[src/spi_cmd_pkg.sv]
/*
 * Shared definitions for the mnemonic command interpreter: token kinds,
 * token and read-back carriers, parser states, reset values and counts.
 * Assumes one system clock and a host that delivers one token per handshake.
 */
package spi_cmd_pkg;

    localparam int          N_CHAN         = 2;
    localparam int          BYTE_W         = 8;
    localparam int          DIV_W          = 8;
    localparam int          SYNC_DEPTH     = 3;
    localparam int          EDGE_W         = 4;

    // Half period of the serial clock in system cycles
    localparam int          HALF_CYC_DEF   = 4;

    localparam logic [EDGE_W-1:0] LAST_EDGE = 4'hF;
    localparam logic [N_CHAN-1:0] CS_RESET  = 2'h3;
    localparam logic [N_CHAN-1:0] SCLK_RESET = 2'h0;
    localparam logic [BYTE_W-1:0] PINS_RESET = 8'h00;
    localparam logic [BYTE_W-1:0] READ_FILL  = 8'h00;

    typedef enum logic [3:0] {
        TK_SPI, TK_GEN, TK_CH1, TK_CH2,
        TK_MODE0, TK_MODE1, TK_MODE2, TK_MODE3,
        TK_CS_LOW, TK_CS_HIGH, TK_READ, TK_WRITE, TK_PINS
    } tok_kind_e;

    typedef struct packed {
        tok_kind_e         kind;
        logic [BYTE_W-1:0] data;
        logic              last;
    } tok_s;

    typedef struct packed {
        logic              valid;
        logic [BYTE_W-1:0] data;
    } rd_s;

    typedef enum logic [2:0] {
        P_START, P_CHAN, P_MODE, P_BODY, P_GEN, P_XFER
    } parse_e;

endpackage

[src/spi_cmd_interp.sv]
/*
 * Mnemonic command interpreter driving two serial master channels and an
 * eight-bit control pin word. Assumes tokens come from logic on i_clk and
 * that the serial data inputs come from outside and need synchronising.
 */
// Operation
// - A serial command must open with the serial keyword; an opening other than the serial or general keyword is refused.
// - The second token picks the first or the second channel.
// - The third token picks one of four clock polarity and phase modes for the command.
// - The low-select token drives the chosen channel's chip select low.
// - The high-select token drives the chosen channel's chip select high.
// - A byte token shifts eight bits out, and the read token clocks eight bits in and returns them.
// - Idle-low first-edge mode rests low, samples on rising and changes on falling edges.
// - Idle-low second-edge mode rests low, samples on falling and changes on rising edges.
// - Idle-high first-edge mode rests high, samples on falling and changes on rising edges.
// - Idle-high second-edge mode rests high, samples on rising and changes on falling edges.
// - A general command must open with the general keyword.
// - The pin-word command sets eight control outputs, bit 7 the eighth pin, bit 0 the first.
// - A pin word of zero turns all pins off and a word of three turns on only the first two.
`timescale 1ns/1ps

module spi_cmd_interp
    import spi_cmd_pkg::*;
#(
    parameter logic [DIV_W-1:0] HALF_CYC = DIV_W'(HALF_CYC_DEF)
) (
    input  wire logic              i_clk,
    input  wire logic              i_resetn,
    input  wire logic              i_tok_valid,
    input  wire tok_s              i_tok,
    output logic                   o_tok_ready,
    output rd_s                    o_rd,
    output logic                   o_err,
    output logic [N_CHAN-1:0]      o_sclk,
    output logic [N_CHAN-1:0]      o_mosi,
    output logic [N_CHAN-1:0]      o_cs_n,
    input  wire logic [N_CHAN-1:0] i_miso,
    output logic [BYTE_W-1:0]      o_ctrl_pins
);

    ////////////////////////////////////////////////////////////////////////////
    // State

    typedef struct packed {
        parse_e                               parse;
        logic                                 ch;
        logic [N_CHAN-1:0]                    cpol;
        logic [N_CHAN-1:0]                    cpha;
        logic [N_CHAN-1:0]                    sclk;
        logic [N_CHAN-1:0]                    mosi;
        logic [N_CHAN-1:0]                    cs_n;
        logic [N_CHAN-1:0][SYNC_DEPTH-1:0]    sync;
        logic [N_CHAN-1:0]                    miso;
        logic [DIV_W-1:0]                     div;
        logic [EDGE_W-1:0]                    edge_cnt;
        logic [BYTE_W-1:0]                    tx;
        logic [BYTE_W-1:0]                    rx;
        logic                                 is_read;
        logic                                 last;
        rd_s                                  rd;
        logic                                 err;
        logic [BYTE_W-1:0]                    pins;
    } state_s;

    state_s s;
    state_s next_s;
    logic   acc;
    logic   tick;
    logic   lead;
    logic   out_edge;
    logic [N_CHAN-1:0] miso_now;

    assign o_tok_ready = (s.parse != P_XFER);
    assign acc         = i_tok_valid && o_tok_ready;
    assign o_rd        = s.rd;
    assign o_err       = s.err;
    assign o_sclk      = s.sclk;
    assign o_mosi      = s.mosi;
    assign o_cs_n      = s.cs_n;
    assign o_ctrl_pins = s.pins;

    ////////////////////////////////////////////////////////////////////////////
    // Next state

    always_comb begin
        next_s          = s;
        next_s.rd.valid = 1'b0;
        next_s.err      = 1'b0;
        tick            = 1'b0;
        lead            = ~s.edge_cnt[0];
        out_edge        = s.cpha[s.ch] ? lead : ~lead;

        // Data inputs count once the second and third stages agree; the agreed
        // value is used at once, otherwise a four-cycle half period lands late
        for (int c = 0; c < N_CHAN; c++) begin
            next_s.sync[c] = {s.sync[c][SYNC_DEPTH-2:0], i_miso[c]};
            if (s.sync[c][SYNC_DEPTH-1] == s.sync[c][SYNC_DEPTH-2]) begin
                miso_now[c] = s.sync[c][SYNC_DEPTH-1];
            end else begin
                miso_now[c] = s.miso[c];
            end
            next_s.miso[c] = miso_now[c];
        end

        unique case (s.parse)
            P_START: begin
                if (acc) begin
                    if (i_tok.kind == TK_SPI) begin
                        next_s.parse = P_CHAN;
                    end else if (i_tok.kind == TK_GEN) begin
                        next_s.parse = P_GEN;
                    end else begin
                        next_s.err = 1'b1;
                    end
                end
            end
            P_CHAN: begin
                if (acc) begin
                    if (i_tok.kind == TK_CH1 || i_tok.kind == TK_CH2) begin
                        next_s.ch    = (i_tok.kind == TK_CH2);
                        next_s.parse = P_MODE;
                    end else begin
                        next_s.err   = 1'b1;
                        next_s.parse = P_START;
                    end
                end
            end
            P_MODE: begin
                if (acc) begin
                    next_s.parse = P_BODY;
                    unique case (i_tok.kind)
                        TK_MODE0: {next_s.cpol[s.ch], next_s.cpha[s.ch]} = 2'h0;
                        TK_MODE1: {next_s.cpol[s.ch], next_s.cpha[s.ch]} = 2'h1;
                        TK_MODE2: {next_s.cpol[s.ch], next_s.cpha[s.ch]} = 2'h2;
                        TK_MODE3: {next_s.cpol[s.ch], next_s.cpha[s.ch]} = 2'h3;
                        default: begin
                            next_s.err   = 1'b1;
                            next_s.parse = P_START;
                        end
                    endcase
                    // Clock rests at the chosen polarity before any byte
                    next_s.sclk[s.ch] = next_s.cpol[s.ch];
                end
            end
            P_BODY: begin
                if (acc) begin
                    if (i_tok.last) begin
                        next_s.parse = P_START;
                    end
                    unique case (i_tok.kind)
                        TK_CS_LOW:  next_s.cs_n[s.ch] = 1'b0;
                        TK_CS_HIGH: next_s.cs_n[s.ch] = 1'b1;
                        TK_WRITE, TK_READ: begin
                            next_s.parse    = P_XFER;
                            next_s.is_read  = (i_tok.kind == TK_READ);
                            next_s.last     = i_tok.last;
                            next_s.div      = '0;
                            next_s.edge_cnt = '0;
                            next_s.tx       = next_s.is_read ? READ_FILL : i_tok.data;
                            // First-edge modes present the first bit before the first edge
                            if (!s.cpha[s.ch]) begin
                                next_s.mosi[s.ch] = next_s.tx[BYTE_W-1];
                                next_s.tx = {next_s.tx[BYTE_W-2:0], 1'b0};
                            end
                        end
                        default: begin
                            next_s.err   = 1'b1;
                            next_s.parse = P_START;
                        end
                    endcase
                end
            end
            P_GEN: begin
                if (acc) begin
                    next_s.parse = P_START;
                    if (i_tok.kind == TK_PINS) begin
                        next_s.pins = i_tok.data;
                    end else begin
                        next_s.err = 1'b1;
                    end
                end
            end
            P_XFER: begin
                if (s.div == HALF_CYC - 1'b1) begin
                    next_s.div = '0;
                    tick       = 1'b1;
                end else begin
                    next_s.div = s.div + 1'b1;
                end
                if (tick) begin
                    // Sixteen toggles give eight pulses and leave the clock at rest
                    next_s.sclk[s.ch] = ~s.sclk[s.ch];
                    next_s.edge_cnt   = s.edge_cnt + 1'b1;
                    if (out_edge) begin
                        next_s.mosi[s.ch] = s.tx[BYTE_W-1];
                        next_s.tx = {s.tx[BYTE_W-2:0], 1'b0};
                    end else begin
                        next_s.rx = {s.rx[BYTE_W-2:0], miso_now[s.ch]};
                    end
                    if (s.edge_cnt == LAST_EDGE) begin
                        next_s.parse   = s.last ? P_START : P_BODY;
                        next_s.rd.valid = s.is_read;
                        next_s.rd.data  = next_s.rx;
                    end
                end
            end
            default: begin
                next_s.parse = P_START;
            end
        endcase
    end

    ////////////////////////////////////////////////////////////////////////////
    // Registers

    always_ff @(posedge i_clk) begin
        if (!i_resetn) begin
            s      <= '0;
            s.cs_n <= CS_RESET;
            s.sclk <= SCLK_RESET;
            s.pins <= PINS_RESET;
        end else begin
            s <= next_s;
        end
    end
endmodule // spi_cmd_interp

[config.mk]
export PLATFORM = sky130hd
export DESIGN_NAME = spi_cmd_interp
export DESIGN_NICKNAME = d
export VERILOG_FILES = /design/src/spi_cmd_pkg.sv /design/src/spi_cmd_interp.sv
export SDC_FILE = /design/constraint.sdc
export NUM_CORES = 1
export LEC_CHECK = 0
export ABC_AREA = 0
export BUFFER_PORTS_ARGS = -buffer_cell sky130_fd_sc_hd__buf_2
export CAP_MARGIN = 5
export CORE_MARGIN = 1
export CORE_UTILIZATION = 35
export DETAILED_ROUTE_END_ITERATION = 8
export PLACE_DENSITY_LB_ADDON = 0.08
export SKIP_LAST_GASP = 1
export SYNTH_ARGS = -nofsm -noshare
export SYNTH_HDL_FRONTEND = slang
export SYNTH_SLANG_ARGS = --single-unit
[constraint.sdc]
create_clock -name i_clk -period 2.4 [get_ports i_clk]
set_input_delay 0.48 -clock i_clk [delete_from_list [all_inputs] [get_ports i_clk]]
set_output_delay 0.48 -clock i_clk [all_outputs]
set_load 0.02 [all_outputs]
==> results of run 1 <==
state kept, by name (all words and copies together), names as in the netlist, named ones only:
signal / flops
next_s: 4
o_ctrl_pins: 8
o_err: 1
o_mosi: 2
o_rd: 9
o_sclk: 2
s: 42
worst register-to-register path: stages (launching register included):
cell and delay [ns]:
dfxtp_1 0.56, and3b_2 0.45, nand3_4 0.24, o21ai_4 0.41, nand4b_1 0.17, o21ai_1 0.14
through the flow:
stage | setup WS, ns | util
floorplan | 0.558 | -
global placement | 0.378 | 0.377
detailed placement | 0.371 | 0.377
CTS | 0.182 | 0.398
global route | 0.0889 | 0.398
finish | 0.190 | 0.398
layout by cell type, fill, tap and decap left out, types with 3 or more instances in the layout:
| master | n |
|---|---|
| clkbuf_8 | 10 |
| nor2_1 | 24 |
| a21oi_1 | 22 |
| xnor2_1 | 4 |
| or3_1 | 4 |
| and2_1 | 9 |
| a211oi_1 | 3 |
| a31oi_1 | 8 |
| inv_1 | 3 |
| nor3_1 | 8 |
| nand4_1 | 5 |
| o21ai_1 | 6 |
| o21ai_0 | 18 |
| mux2i_1 | 30 |
| dfxtp_1 | 70 |
| nand3_1 | 12 |
| buf_2 | 42 |
| buf_4 | 9 |
| nand2_1 | 33 |
| nor2b_1 | 25 |
path summary, 6_finish.rpt:
| path | slack (ns) | endpoint | startpoint |
|---|---|---|---|
| max | 0.19 | o_tok_ready | s[67]$_SDFFE_PN0P_ |
| min | 0.35 | next_s[51]$_SDFF_PN0_ | i_miso[0] |
| max reg2reg | 0.36 | o_mosi[1]$_SDFFE_PN0P_ | s[67]$_SDFFE_PN0P_ |
| min reg2reg | 0.44 | next_s[55]$_SDFF_PN0_ | next_s[54]$_SDFF_PN0_ |
power groups by stage:
| stage | sequential (mW) | combinational (mW) | clock, mW |
|---|---|---|---|
| after floorplan | 1.23 | 0.260 | 0 |
| after global placement | 1.25 | 0.320 | 0 |
| after detailed placement | 1.25 | 0.319 | 0 |
| after CTS | 1.22 | 0.320 | 1.00 |
| after global routing | 1.23 | 0.351 | 1.06 |
| final | 1.22 | 0.318 | 0.959 |
cell type report:
type	count	area share
inverter	4	0.00383
clock buffer	11	0.0361
tap	133	0.0424
timing repair buffer	51	0.0708
multi-input combinational	266	0.474
sequential	70	0.357
clock inverter	5	0.0150
routing by layer:
layer,vias up,track usage
li1,1387,-
met1,1221,0.214
met2,47,0.233
met3,11,0.0316
met4,0,0.0585
met5,-,0
cell families after synthesis:
| family | synth area share |
|---|---|
| muxes | 0.0864 |
| adders and majority gates | 0.00975 |
| xor gates and xnor gates | 0.0268 |
| DFF | 0.390 |
| AOI/OAI and AO/OA | 0.151 |
| and+or+nand+nor | 0.243 |
| buffers and inverters | 0.0930 |
==> impl_metrics.prom, run 1 <==
# TYPE chip_impl_metric gauge
chip_impl_info{name="outcome",value="completed"} 1
chip_impl_metric{name="hpwlAfterDp",unit="um"} 5370
chip_impl_metric{name="post-route-cell-area",unit="sq um"} 3920
chip_impl_metric{name="report.final.slew_viol_count",unit=""} 0
chip_impl_info{name="timing.hold.worst.class",value="primary input to flip-flop"} 1
chip_impl_metric{name="detailroute.wirelength.met3",unit="um"} 251
chip_impl_metric{name="min_delay_path_depth",unit=""} 2
chip_impl_metric{name="post_synth_instance_area",unit="sq um"} 3590
chip_impl_metric{name="remaining_drc_errors",unit=""} 0
chip_impl_metric{name="power_density",unit="nW/um^2"} 638
chip_impl_info{name="dominant_cell_by_count_in_the_synthesized_netlist",value="dfxtp_1"} 1
chip_impl_metric{name="filler_cell_count",unit=""} 1019
chip_impl_metric{name="post_detailed_route_via_to_cell_ratio",unit=""} 4.94
chip_impl_metric{name="total_nets_final",unit=""} 422
chip_impl_metric{name="drt_iter0_drc",unit=""} 62
chip_impl_metric{name="initial_drt_pass_iterations",unit=""} 4
chip_impl_metric{name="max_clock_freq",unit="GHz"} 0.452
chip_impl_metric{name="layout_cells_sized_above_1",unit=""} 0.216
chip_impl_metric{name="cts.reportedPaths.clkPinSlew",unit="ns"} 0.07
chip_impl_info{name="cell_family_contributing_the_most_delay_on_the_critical_path",value="flip-flops"} 1
chip_impl_metric{name="total_setup_buffers_inserted_after_cts",unit=""} 0
chip_impl_info{name="grt_setup_unrepaired",value="false"} 1
chip_impl_metric{name="largest_net_degree_at_the_start_of_global_routing",unit=""} 29
chip_impl_metric{name="design.core.area",unit="sq um"} 9860
chip_impl_metric{name="post_synth.cell_area_avg",unit="sq um"} 9.33
chip_impl_metric{name="multi_input_area",unit="sq um"} 1860
chip_impl_metric{name="clock_skew",unit="ns"} 0.0132
chip_impl_metric{name="number_of_antenna_violations_at_the_first_check_in_global_routing",unit=""} 0
chip_impl_metric{name="crit_arrival",unit="ns"} 1.73
chip_impl_metric{name="synth_top_area_share",unit=""} 0.390
chip_impl_info{name="post_synth_main_area_contributors",value="dfxtp_1 39%, mux2i_1 8.6%, buf_4 5.6%, nor2b_1 4.4%, nand2_1 3.4%"} 1
chip_impl_metric{name="met2_wirelength",unit="um"} 3220
chip_impl_info{name="postSynth.topFlopCell",value="dfxtp_1"} 1
chip_impl_metric{name="max-vdd-ir-drop",unit="uV"} 334
chip_impl_metric{name="initial_utilization",unit=""} 0.364
chip_impl_info{name="critical_path.endpoint_type",value="primary output"} 1
chip_impl_metric{name="diodes",unit=""} 0
chip_impl_metric{name="net_count_after_synthesis",unit=""} 405
chip_impl_info{name="cp_cell_sequence",value="and3b_2 > inv_2 > buf_2"} 1
chip_impl_metric{name="synth-seq-cells",unit=""} 70
chip_impl_metric{name="drt-met1-wl",unit="um"} 3950
chip_impl_metric{name="clkPwrFrac",unit=""} 0.383
chip_impl_metric{name="seqPwrFrac",unit=""} 0.489
chip_impl_metric{name="timing.reg2reg.worst_path_depth",unit=""} 5
chip_impl_metric{name="place_inst",unit=""} 524
chip_impl_metric{name="cts.path.max_buffers",unit=""} 2
chip_impl_metric{name="area.sequential",unit="sq um"} 1400
chip_impl_info{name="synth.cells.most_frequent",value="70 x dfxtp_1, 33 x nand2_1, 31 x mux2i_1"} 1
chip_impl_metric{name="standby_leakage_power",unit="nW"} 1.55
chip_impl_metric{name="number_of_global_route_vias_before_repair",unit=""} 2442
chip_impl_info{name="clockRootBuffer",value="clkbuf_8"} 1
chip_impl_metric{name="finalHoldViolations",unit=""} 0
chip_impl_metric{name="route.vias.total",unit=""} 2666
chip_impl_metric{name="die_x",unit="um"} 103
chip_impl_metric{name="cts.sinks",unit=""} 70
chip_impl_metric{name="std_cell_rows",unit=""} 36
chip_impl_metric{name="cts_hold_repair.buffers",unit=""} 0
chip_impl_metric{name="ys.warnings.count",unit=""} 0
chip_impl_info{name="dr.max_layer_used",value="met4"} 1
chip_impl_metric{name="p_total",unit="mW"} 2.50
chip_impl_info{name="setup.worst_path.start_class",value="flip-flop"} 1
chip_impl_metric{name="die_height",unit="um"} 103
chip_impl_metric{name="setup_viol",unit=""} 0
chip_impl_metric{name="drtAntennaViolNets",unit=""} 0
chip_impl_metric{name="grt_overflow_total",unit=""} 0
chip_impl_metric{name="design_internal_power",unit="mW"} 1.83
chip_impl_metric{name="synth_sequential_area_ratio",unit=""} 0.390
chip_impl_metric{name="cts_made_buffers",unit=""} 9
chip_impl_metric{name="finalSetupTns",unit="ns"} 0
chip_impl_metric{name="ctsResizeCount",unit=""} 0
chip_impl_metric{name="yosys.cell_types.count",unit=""} 66
chip_impl_metric{name="grt_first_pass_wirelength",unit="um"} 12500
chip_impl_metric{name="clock_insertion_delay_at_the_later_pin_of_the_skew_report",unit="ns"} 0.34
chip_impl_metric{name="final_min_period_over_clock_period",unit=""} 0.921
chip_impl_metric{name="power.share.combinational",unit=""} 0.127
chip_impl_metric{name="critPathBufInv",unit=""} 2
chip_impl_metric{name="endpoint_required_time_on_the_critical_path",unit="ns"} 1.92
chip_impl_metric{name="io_pins",unit=""} 43
chip_impl_metric{name="placement.cell_area",unit="sq um"} 3720
chip_impl_info{name="library_cell_contributing_the_largest_single_delay_on_the_critical_path",value="dfxtp_1"} 1
chip_impl_metric{name="hold_slack",unit="ns"} 0.351
chip_impl_metric{name="tightest_slew",unit="ns"} 0.769
chip_impl_metric{name="synth_edf_count",unit=""} 0
chip_impl_metric{name="area_delta_synth_final",unit="%"} 9.16
chip_impl_metric{name="detail_route.wl_per_cell",unit="um"} 14.0
chip_impl_info{name="timing_worst_setup_path_type",value="flip-flop to primary output"} 1
chip_impl_metric{name="cp_num_cells",unit=""} 3
chip_impl_metric{name="io_buffers",unit=""} 42
chip_impl_metric{name="p_switching",unit="mW"} 0.669
chip_impl_metric{name="wirelength",unit="um"} 7530
chip_impl_metric{name="synthCells",unit=""} 385
chip_impl_metric{name="finish.cell_count_without_fillers",unit=""} 540
chip_impl_metric{name="cp_slowest_stage_delay",unit="ns"} 0.56
chip_impl_metric{name="design.die.area",unit="sq um"} 10700
chip_impl_metric{name="asyncSetResetFlopFracSynth",unit=""} 0
chip_impl_metric{name="place.gp.congestion",unit=""} 0.730
chip_impl_metric{name="switch_share",unit=""} 0.267
chip_impl_info{name="tritoncts",value="built"} 1
chip_impl_metric{name="max-slew-margin-rel",unit=""} 0.484
chip_impl_metric{name="grtUsageTotal",unit=""} 0.154
chip_impl_info{name="yosysTopAreaCell",value="dfxtp_1"} 1
chip_impl_metric{name="cp_max_fo",unit=""} 13
chip_impl_metric{name="post-route-min-period",unit="ns"} 2.21
chip_impl_metric{name="maxCapViolCount",unit=""} 0
chip_impl_metric{name="cts_max_level",unit=""} 3
Note: power is estimated with default switching activity, not from simulation.
==> inputs of run 2 (changes only) <==
--- a/config.mk
+++ b/config.mk
@@ -9,7 +9,7 @@
 export BUFFER_PORTS_ARGS = -buffer_cell sky130_fd_sc_hd__buf_2
 export CAP_MARGIN = 5
 export CORE_MARGIN = 1
-export CORE_UTILIZATION = 35
+export CORE_UTILIZATION = 40
 export DETAILED_ROUTE_END_ITERATION = 8
 export PLACE_DENSITY_LB_ADDON = 0.08
 export SKIP_LAST_GASP = 1
==> impl_metrics.prom, run 2 (same netlist as run 1, synthesis figures left out) <==
# TYPE chip_impl_metric gauge
chip_impl_metric{name="io_pins",unit=""} 43
chip_impl_metric{name="maxCapViolCount",unit=""} 0
chip_impl_metric{name="total_setup_buffers_inserted_after_cts",unit=""} 0
chip_impl_metric{name="finish.cell_count_without_fillers",unit=""} 515
chip_impl_metric{name="grt_overflow_total",unit=""} 0
chip_impl_metric{name="largest_register_ff_count",unit=""} 42
chip_impl_metric{name="detailroute.wirelength.met3",unit="um"} 271
chip_impl_metric{name="number_of_global_route_vias_before_repair",unit=""} 2483
chip_impl_metric{name="cp_max_fo",unit=""} 10
chip_impl_metric{name="cts.path.max_buffers",unit=""} 2
chip_impl_metric{name="met2_wirelength",unit="um"} 3240
chip_impl_metric{name="largest_net_degree_at_the_start_of_global_routing",unit=""} 31
chip_impl_info{name="outcome",value="completed"} 1
chip_impl_metric{name="max-vdd-ir-drop",unit="uV"} 344
chip_impl_metric{name="design.die.area",unit="sq um"} 9360
chip_impl_metric{name="clock_insertion_delay_at_the_later_pin_of_the_skew_report",unit="ns"} 0.35
chip_impl_metric{name="area_delta_synth_final",unit="%"} 9.93
chip_impl_info{name="most_common_library_cell_in_the_layout_ignoring_fill_and_taps",value="dfxtp_1"} 1
chip_impl_info{name="cell_family_contributing_the_most_delay_on_the_critical_path",value="flip-flops"} 1
chip_impl_metric{name="power_density",unit="nW/um^2"} 691
chip_impl_metric{name="critPathBufInv",unit=""} 2
chip_impl_metric{name="ctsResizeCount",unit=""} 0
chip_impl_metric{name="cts.reportedPaths.clkPinSlew",unit="ns"} 0.09
chip_impl_metric{name="total_nets_final",unit=""} 422
chip_impl_info{name="dr.max_layer_used",value="met4"} 1
chip_impl_metric{name="filler_cell_count",unit=""} 866
chip_impl_metric{name="route.vias.total",unit=""} 2674
chip_impl_metric{name="place.gp.congestion",unit=""} 0.793
chip_impl_metric{name="wirelength",unit="um"} 7540
chip_impl_metric{name="std_cell_rows",unit=""} 34
chip_impl_metric{name="cp_slowest_stage_delay",unit="ns"} 0.47
chip_impl_metric{name="crit_arrival",unit="ns"} 1.60
chip_impl_metric{name="max-slew-margin-rel",unit=""} 0.529
chip_impl_metric{name="place_inst",unit=""} 499
chip_impl_metric{name="finalSetupTns",unit="ns"} 0
chip_impl_metric{name="report.final.slew_viol_count",unit=""} 0
chip_impl_metric{name="cts.sinks",unit=""} 70
chip_impl_metric{name="drt_iter0_drc",unit=""} 103
chip_impl_metric{name="io_buffers",unit=""} 42
chip_impl_metric{name="standby_leakage_power",unit="nW"} 1.58
chip_impl_info{name="timing.hold.worst.class",value="primary input to flip-flop"} 1
chip_impl_metric{name="endpoint_required_time_on_the_critical_path",unit="ns"} 1.92
chip_impl_info{name="tritoncts",value="built"} 1
chip_impl_metric{name="setup_viol",unit=""} 0
chip_impl_info{name="library_cell_contributing_the_largest_single_delay_on_the_critical_path",value="dfxtp_1"} 1
chip_impl_metric{name="hpwlAfterDp",unit="um"} 5160
chip_impl_metric{name="final_min_period_over_clock_period",unit=""} 0.868
chip_impl_info{name="cp_cell_sequence",value="and3b_2 > inv_2 > buf_2"} 1
chip_impl_info{name="setup.worst_path.start_class",value="flip-flop"} 1
chip_impl_info{name="grt_setup_unrepaired",value="false"} 1
chip_impl_metric{name="die_height",unit="um"} 96.8
chip_impl_metric{name="drt-met1-wl",unit="um"} 3940
chip_impl_metric{name="clock_skew",unit="ns"} 0.0171
chip_impl_metric{name="post_detailed_route_via_to_cell_ratio",unit=""} 5.19
chip_impl_metric{name="initial_utilization",unit=""} 0.412
chip_impl_metric{name="finalHoldViolations",unit=""} 0
chip_impl_metric{name="die_x",unit="um"} 96.8
chip_impl_metric{name="layout_cells_sized_above_1",unit=""} 0.219
chip_impl_info{name="largest_register",value="s"} 1
chip_impl_metric{name="cts_hold_repair.buffers",unit=""} 0
chip_impl_metric{name="cts_made_buffers",unit=""} 9
chip_impl_metric{name="diodes",unit=""} 0
chip_impl_info{name="clockRootBuffer",value="clkbuf_8"} 1
chip_impl_info{name="critical_path.endpoint_type",value="primary output"} 1
chip_impl_info{name="mostFrequentLayoutCells",value="70 x dfxtp_1, 42 x buf_2, 33 x nand2_1, 30 x mux2i_1, 25 x nor2b_1"} 1
chip_impl_metric{name="detail_route.wl_per_cell",unit="um"} 14.6
chip_impl_metric{name="grtUsageTotal",unit=""} 0.169
chip_impl_metric{name="remaining_drc_errors",unit=""} 0
chip_impl_metric{name="post-route-min-period",unit="ns"} 2.08
chip_impl_metric{name="design.core.area",unit="sq um"} 8720
chip_impl_metric{name="max_clock_freq",unit="GHz"} 0.480
chip_impl_metric{name="drtAntennaViolNets",unit=""} 0
chip_impl_metric{name="tightest_slew",unit="ns"} 0.703
chip_impl_metric{name="grt_first_pass_wirelength",unit="um"} 12800
chip_impl_info{name="timing_worst_setup_path_type",value="flip-flop to primary output"} 1
chip_impl_metric{name="number_of_antenna_violations_at_the_first_check_in_global_routing",unit=""} 0
chip_impl_metric{name="cts_max_level",unit=""} 3
chip_impl_metric{name="initial_drt_pass_iterations",unit=""} 4
## run 2: changes by cell type in the layout (fill, tap and decap cells not counted)
cell,delta
clkinv_2,+1
clkinvlp_4,-2
buf_12,+1
bufinv_16,+2
clkbuf_1,-1
buf_4,-1
## run 2: layer usage
layer,vias up,track usage
met5,-,0
met4,0,0.0482
met3,9,0.0405
met2,41,0.245
met1,1243,0.247
li1,1381,-
## run 2: final cells by class
cell class / instances / area (sq um) / share of cell area
Clock buffer: 10 / 138 / 0.0349
Clock inverter: 6 / 109 / 0.0276
Inverter: 4 / 15.0 / 0.00380
Multi-Input combinational cell: 266 / 1860 / 0.471
Sequential cell: 70 / 1400 / 0.355
Tap cell: 108 / 135 / 0.0342
Timing Repair Buffer: 51 / 290 / 0.0735
## run 2: worst paths after layout
| path | slack [ns] | to | cells after the start | start |
|---|---|---|---|---|
| worst min register to register | 0.45 | next_s[55]$_SDFF_PN0_ | 1 | next_s[54]$_SDFF_PN0_ |
| worst min-delay path | 0.34 | next_s[54]$_SDFF_PN0_ | 2 | i_miso[1] |
| worst max register to register | 0.32 | o_mosi[1]$_SDFFE_PN0P_ | 6 | s[40]$_SDFFE_PN0P_ |
| worst max-delay path | 0.32 | o_tok_ready | 3 | s[68]$_SDFFE_PN0P_ |
## run 2: worst reg2reg max path, stage by stage, from the launching register on
cell and delay (ns):
dfxtp_1 0.42, ha_1 0.23, nor4b_4 0.35, and3_2 0.43, a21boi_2 0.13, o311ai_1 0.29
o21ai_1 0.10
## run 2: where the power goes
part / leakage, nW / internal (mW) / switching [mW]
sequential: 0.566 / 1.19 / 0.0264
combinational: 0.889 / 0.141 / 0.192
clock: 0.126 / 0.717 / 0.463
## run 2: stage by stage
| step | hold WS (ns) | area (sq um) | worst slack, ns | power [mW] | utilization |
|---|---|---|---|---|---|
| 6_report | 0.345 | 3950 | 0.316 | 2.73 | 0.453 |
| 5_1_grt | 0.356 | 3950 | 0.120 | 2.86 | 0.453 |
| 4_1_cts | 0.325 | 3950 | 0.318 | 2.77 | 0.453 |
| 3_5_place_dp | 0.427 | 3700 | 0.326 | 1.57 | 0.425 |
| 3_3_place_gp | 0.428 | 3700 | 0.411 | 1.58 | 0.425 |
| 2_1_floorplan | 0.412 | 3590 | 0.558 | 1.50 | - |
==> inputs of run 3 (changes only) <==
--- a/config.mk
+++ b/config.mk
@@ -11,6 +11,7 @@
 export CORE_MARGIN = 1
 export CORE_UTILIZATION = 40
 export DETAILED_ROUTE_END_ITERATION = 8
+export GPL_TIMING_DRIVEN = 0
 export PLACE_DENSITY_LB_ADDON = 0.08
 export SKIP_LAST_GASP = 1
 export SYNTH_ARGS = -nofsm -noshare
==> impl_metrics.prom, run 3 (same netlist as run 1, synthesis figures left out) <==
# TYPE chip_impl_metric gauge
chip_impl_metric{name="grt_first_pass_wirelength",unit="um"} 13700
chip_impl_metric{name="drt_iter0_drc",unit=""} 153
chip_impl_metric{name="drtAntennaViolNets",unit=""} 0
chip_impl_info{name="largest_register",value="s"} 1
chip_impl_metric{name="power_density",unit="nW/um^2"} 591
chip_impl_metric{name="standby_leakage_power",unit="nW"} 1.68
chip_impl_metric{name="maxCapViolCount",unit=""} 0
chip_impl_metric{name="placement.cell_area",unit="sq um"} 3920
chip_impl_metric{name="remaining_drc_errors",unit=""} 0
chip_impl_metric{name="number_of_antenna_violations_at_the_first_check_in_global_routing",unit=""} 0
chip_impl_metric{name="io_buffers",unit=""} 38
chip_impl_metric{name="finalHoldViolations",unit=""} 0
chip_impl_metric{name="cp_max_fo",unit=""} 6
chip_impl_metric{name="grt_overflow_total",unit=""} 0
chip_impl_metric{name="cts_made_buffers",unit=""} 9
chip_impl_info{name="tritoncts",value="built"} 1
chip_impl_metric{name="post_detailed_route_via_to_cell_ratio",unit=""} 5.18
chip_impl_metric{name="setup_viol",unit=""} 0
chip_impl_info{name="mostFrequentLayoutCells",value="70 x dfxtp_1, 43 x buf_2, 33 x nand2_1, 31 x mux2i_1, 27 x buf_4"} 1
chip_impl_metric{name="design.core.area",unit="sq um"} 8720
chip_impl_metric{name="die_x",unit="um"} 96.8
chip_impl_info{name="setup.worst_path.start_class",value="flip-flop"} 1
chip_impl_metric{name="ctsResizeCount",unit=""} 0
chip_impl_metric{name="post-route-min-period",unit="ns"} 2.08
chip_impl_info{name="clockRootBuffer",value="clkbuf_8"} 1
chip_impl_metric{name="cts.path.max_buffers",unit=""} 2
chip_impl_metric{name="design.die.area",unit="sq um"} 9360
chip_impl_metric{name="clock_skew",unit="ns"} 0.00704
chip_impl_metric{name="filler_cell_count",unit=""} 868
chip_impl_metric{name="initial_drt_pass_iterations",unit=""} 4
chip_impl_metric{name="cts_hold_repair.buffers",unit=""} 0
chip_impl_metric{name="io_pins",unit=""} 43
chip_impl_metric{name="post-route-cell-area",unit="sq um"} 4090
chip_impl_metric{name="finalSetupTns",unit="ns"} 0
chip_impl_metric{name="grtUsageTotal",unit=""} 0.184
chip_impl_metric{name="place.gp.congestion",unit=""} 0.812
chip_impl_info{name="critical_path.endpoint_type",value="flip-flop"} 1
chip_impl_metric{name="hpwlAfterDp",unit="um"} 5660
chip_impl_metric{name="final_min_period_over_clock_period",unit=""} 0.865
chip_impl_metric{name="die_height",unit="um"} 96.8
chip_impl_metric{name="route.vias.total",unit=""} 2833
chip_impl_metric{name="layout_cells_sized_above_1",unit=""} 0.251
chip_impl_metric{name="detail_route.wl_per_cell",unit="um"} 14.9
chip_impl_info{name="timing_worst_setup_path_type",value="flip-flop to flip-flop"} 1
chip_impl_metric{name="cts.sinks",unit=""} 70
chip_impl_metric{name="max-slew-margin-rel",unit=""} 0.514
chip_impl_metric{name="report.final.slew_viol_count",unit=""} 0
chip_impl_metric{name="diodes",unit=""} 0
chip_impl_metric{name="cts.reportedPaths.clkPinSlew",unit="ns"} 0.07
chip_impl_metric{name="cts_max_level",unit=""} 3
chip_impl_metric{name="largest_register_ff_count",unit=""} 42
chip_impl_metric{name="tightest_slew",unit="ns"} 0.724
chip_impl_metric{name="wirelength",unit="um"} 8180
chip_impl_info{name="most_common_library_cell_in_the_layout_ignoring_fill_and_taps",value="dfxtp_1"} 1
chip_impl_metric{name="number_of_global_route_vias_before_repair",unit=""} 2695
chip_impl_metric{name="max_clock_freq",unit="GHz"} 0.481
chip_impl_info{name="outcome",value="completed"} 1
chip_impl_metric{name="largest_net_degree_at_the_start_of_global_routing",unit=""} 12
chip_impl_metric{name="std_cell_rows",unit=""} 34
chip_impl_metric{name="initial_utilization",unit=""} 0.412
chip_impl_metric{name="total_nets_final",unit=""} 454
chip_impl_info{name="grt_setup_unrepaired",value="false"} 1
chip_impl_metric{name="total_setup_buffers_inserted_after_cts",unit=""} 0
chip_impl_metric{name="max-vdd-ir-drop",unit="uV"} 296
chip_impl_info{name="timing.hold.worst.class",value="primary input to flip-flop"} 1
chip_impl_metric{name="area_delta_synth_final",unit="%"} 13.7
chip_impl_metric{name="crit_arrival",unit="ns"} 2.32
chip_impl_metric{name="endpoint_required_time_on_the_critical_path",unit="ns"} 2.65
chip_impl_metric{name="clock_insertion_delay_at_the_later_pin_of_the_skew_report",unit="ns"} 0.35
[run 3: cell count changes in the layout (fill, tap and decap cells not counted), sizes merged]
cell | previous run | this run
buf | 51 | 73
clkbuf | 10 | 22
bufinv | 3 | 0
clkinvlp | 0 | 1
[run 3: power by group]
part / internal, mW / switching (mW) / total, mW
sequential: 1.19 / 0.0195 / 1.21
combinational: 0.143 / 0.208 / 0.351
clock: 0.399 / 0.457 / 0.856
total: 1.73 / 0.685 / 2.42
[run 3: worst max-delay path: stages (launching register included)]
cell and delay [ns]:
dfxtp_1 0.56, ha_1 0.26, nand3_1 0.17, and2_1 0.26, nor4_4 0.40, o2111ai_1 0.16
o211a_1 0.15
[run 3: area by class of cell]
type	instances	area (sq um)	area share
tap	108	135	0.0331
sequential	70	1400	0.343
clock inverter	4	22.5	0.00551
multi-input combinational	266	1860	0.455
buffer	45	319	0.0781
timing repair buffer	38	190	0.0466
inverter	4	15.0	0.00368
clock buffer	12	145	0.0355
[run 3: per-layer routing]
| metal | up-vias | share of wire | GRT usage |
|---|---|---|---|
| li1 | 1437 | - | - |
| met1 | 1317 | 0.50 | 0.261 |
| met2 | 70 | 0.44 | 0.275 |
| met3 | 9 | 0.048 | 0.0434 |
| met4 | 0 | 0.012 | 0.0586 |
| met5 | - | 0 | 0 |
[run 3: per-stage QoR]
stage,total power [mW],std cells,hold slack [ns],util,setup slack (ns)
floorplan,1.50,385,0.412,-,0.558
global placement,1.58,531,0.424,0.449,0.312
detailed placement,1.58,531,0.433,0.449,0.318
CTS,2.44,547,0.331,0.468,0.316
global route,2.52,547,0.329,0.468,0.123
finish,2.42,547,0.338,0.468,0.323
[run 3: worst paths after layout]
| path | end | startpoint | slack, ns | cells past startpoint |
|---|---|---|---|---|
| worst max-delay path | s[67]$_SDFFE_PN0P_ | s[36]$_SDFFE_PN0P_ | 0.32 | 6 |
| worst min-delay path | next_s[51]$_SDFF_PN0_ | i_miso[0] | 0.34 | 2 |
| worst min register to register | next_s[52]$_SDFF_PN0_ | next_s[51]$_SDFF_PN0_ | 0.44 | 1 |
| worst max register to register | s[67]$_SDFFE_PN0P_ | s[36]$_SDFFE_PN0P_ | 0.32 | 6 |
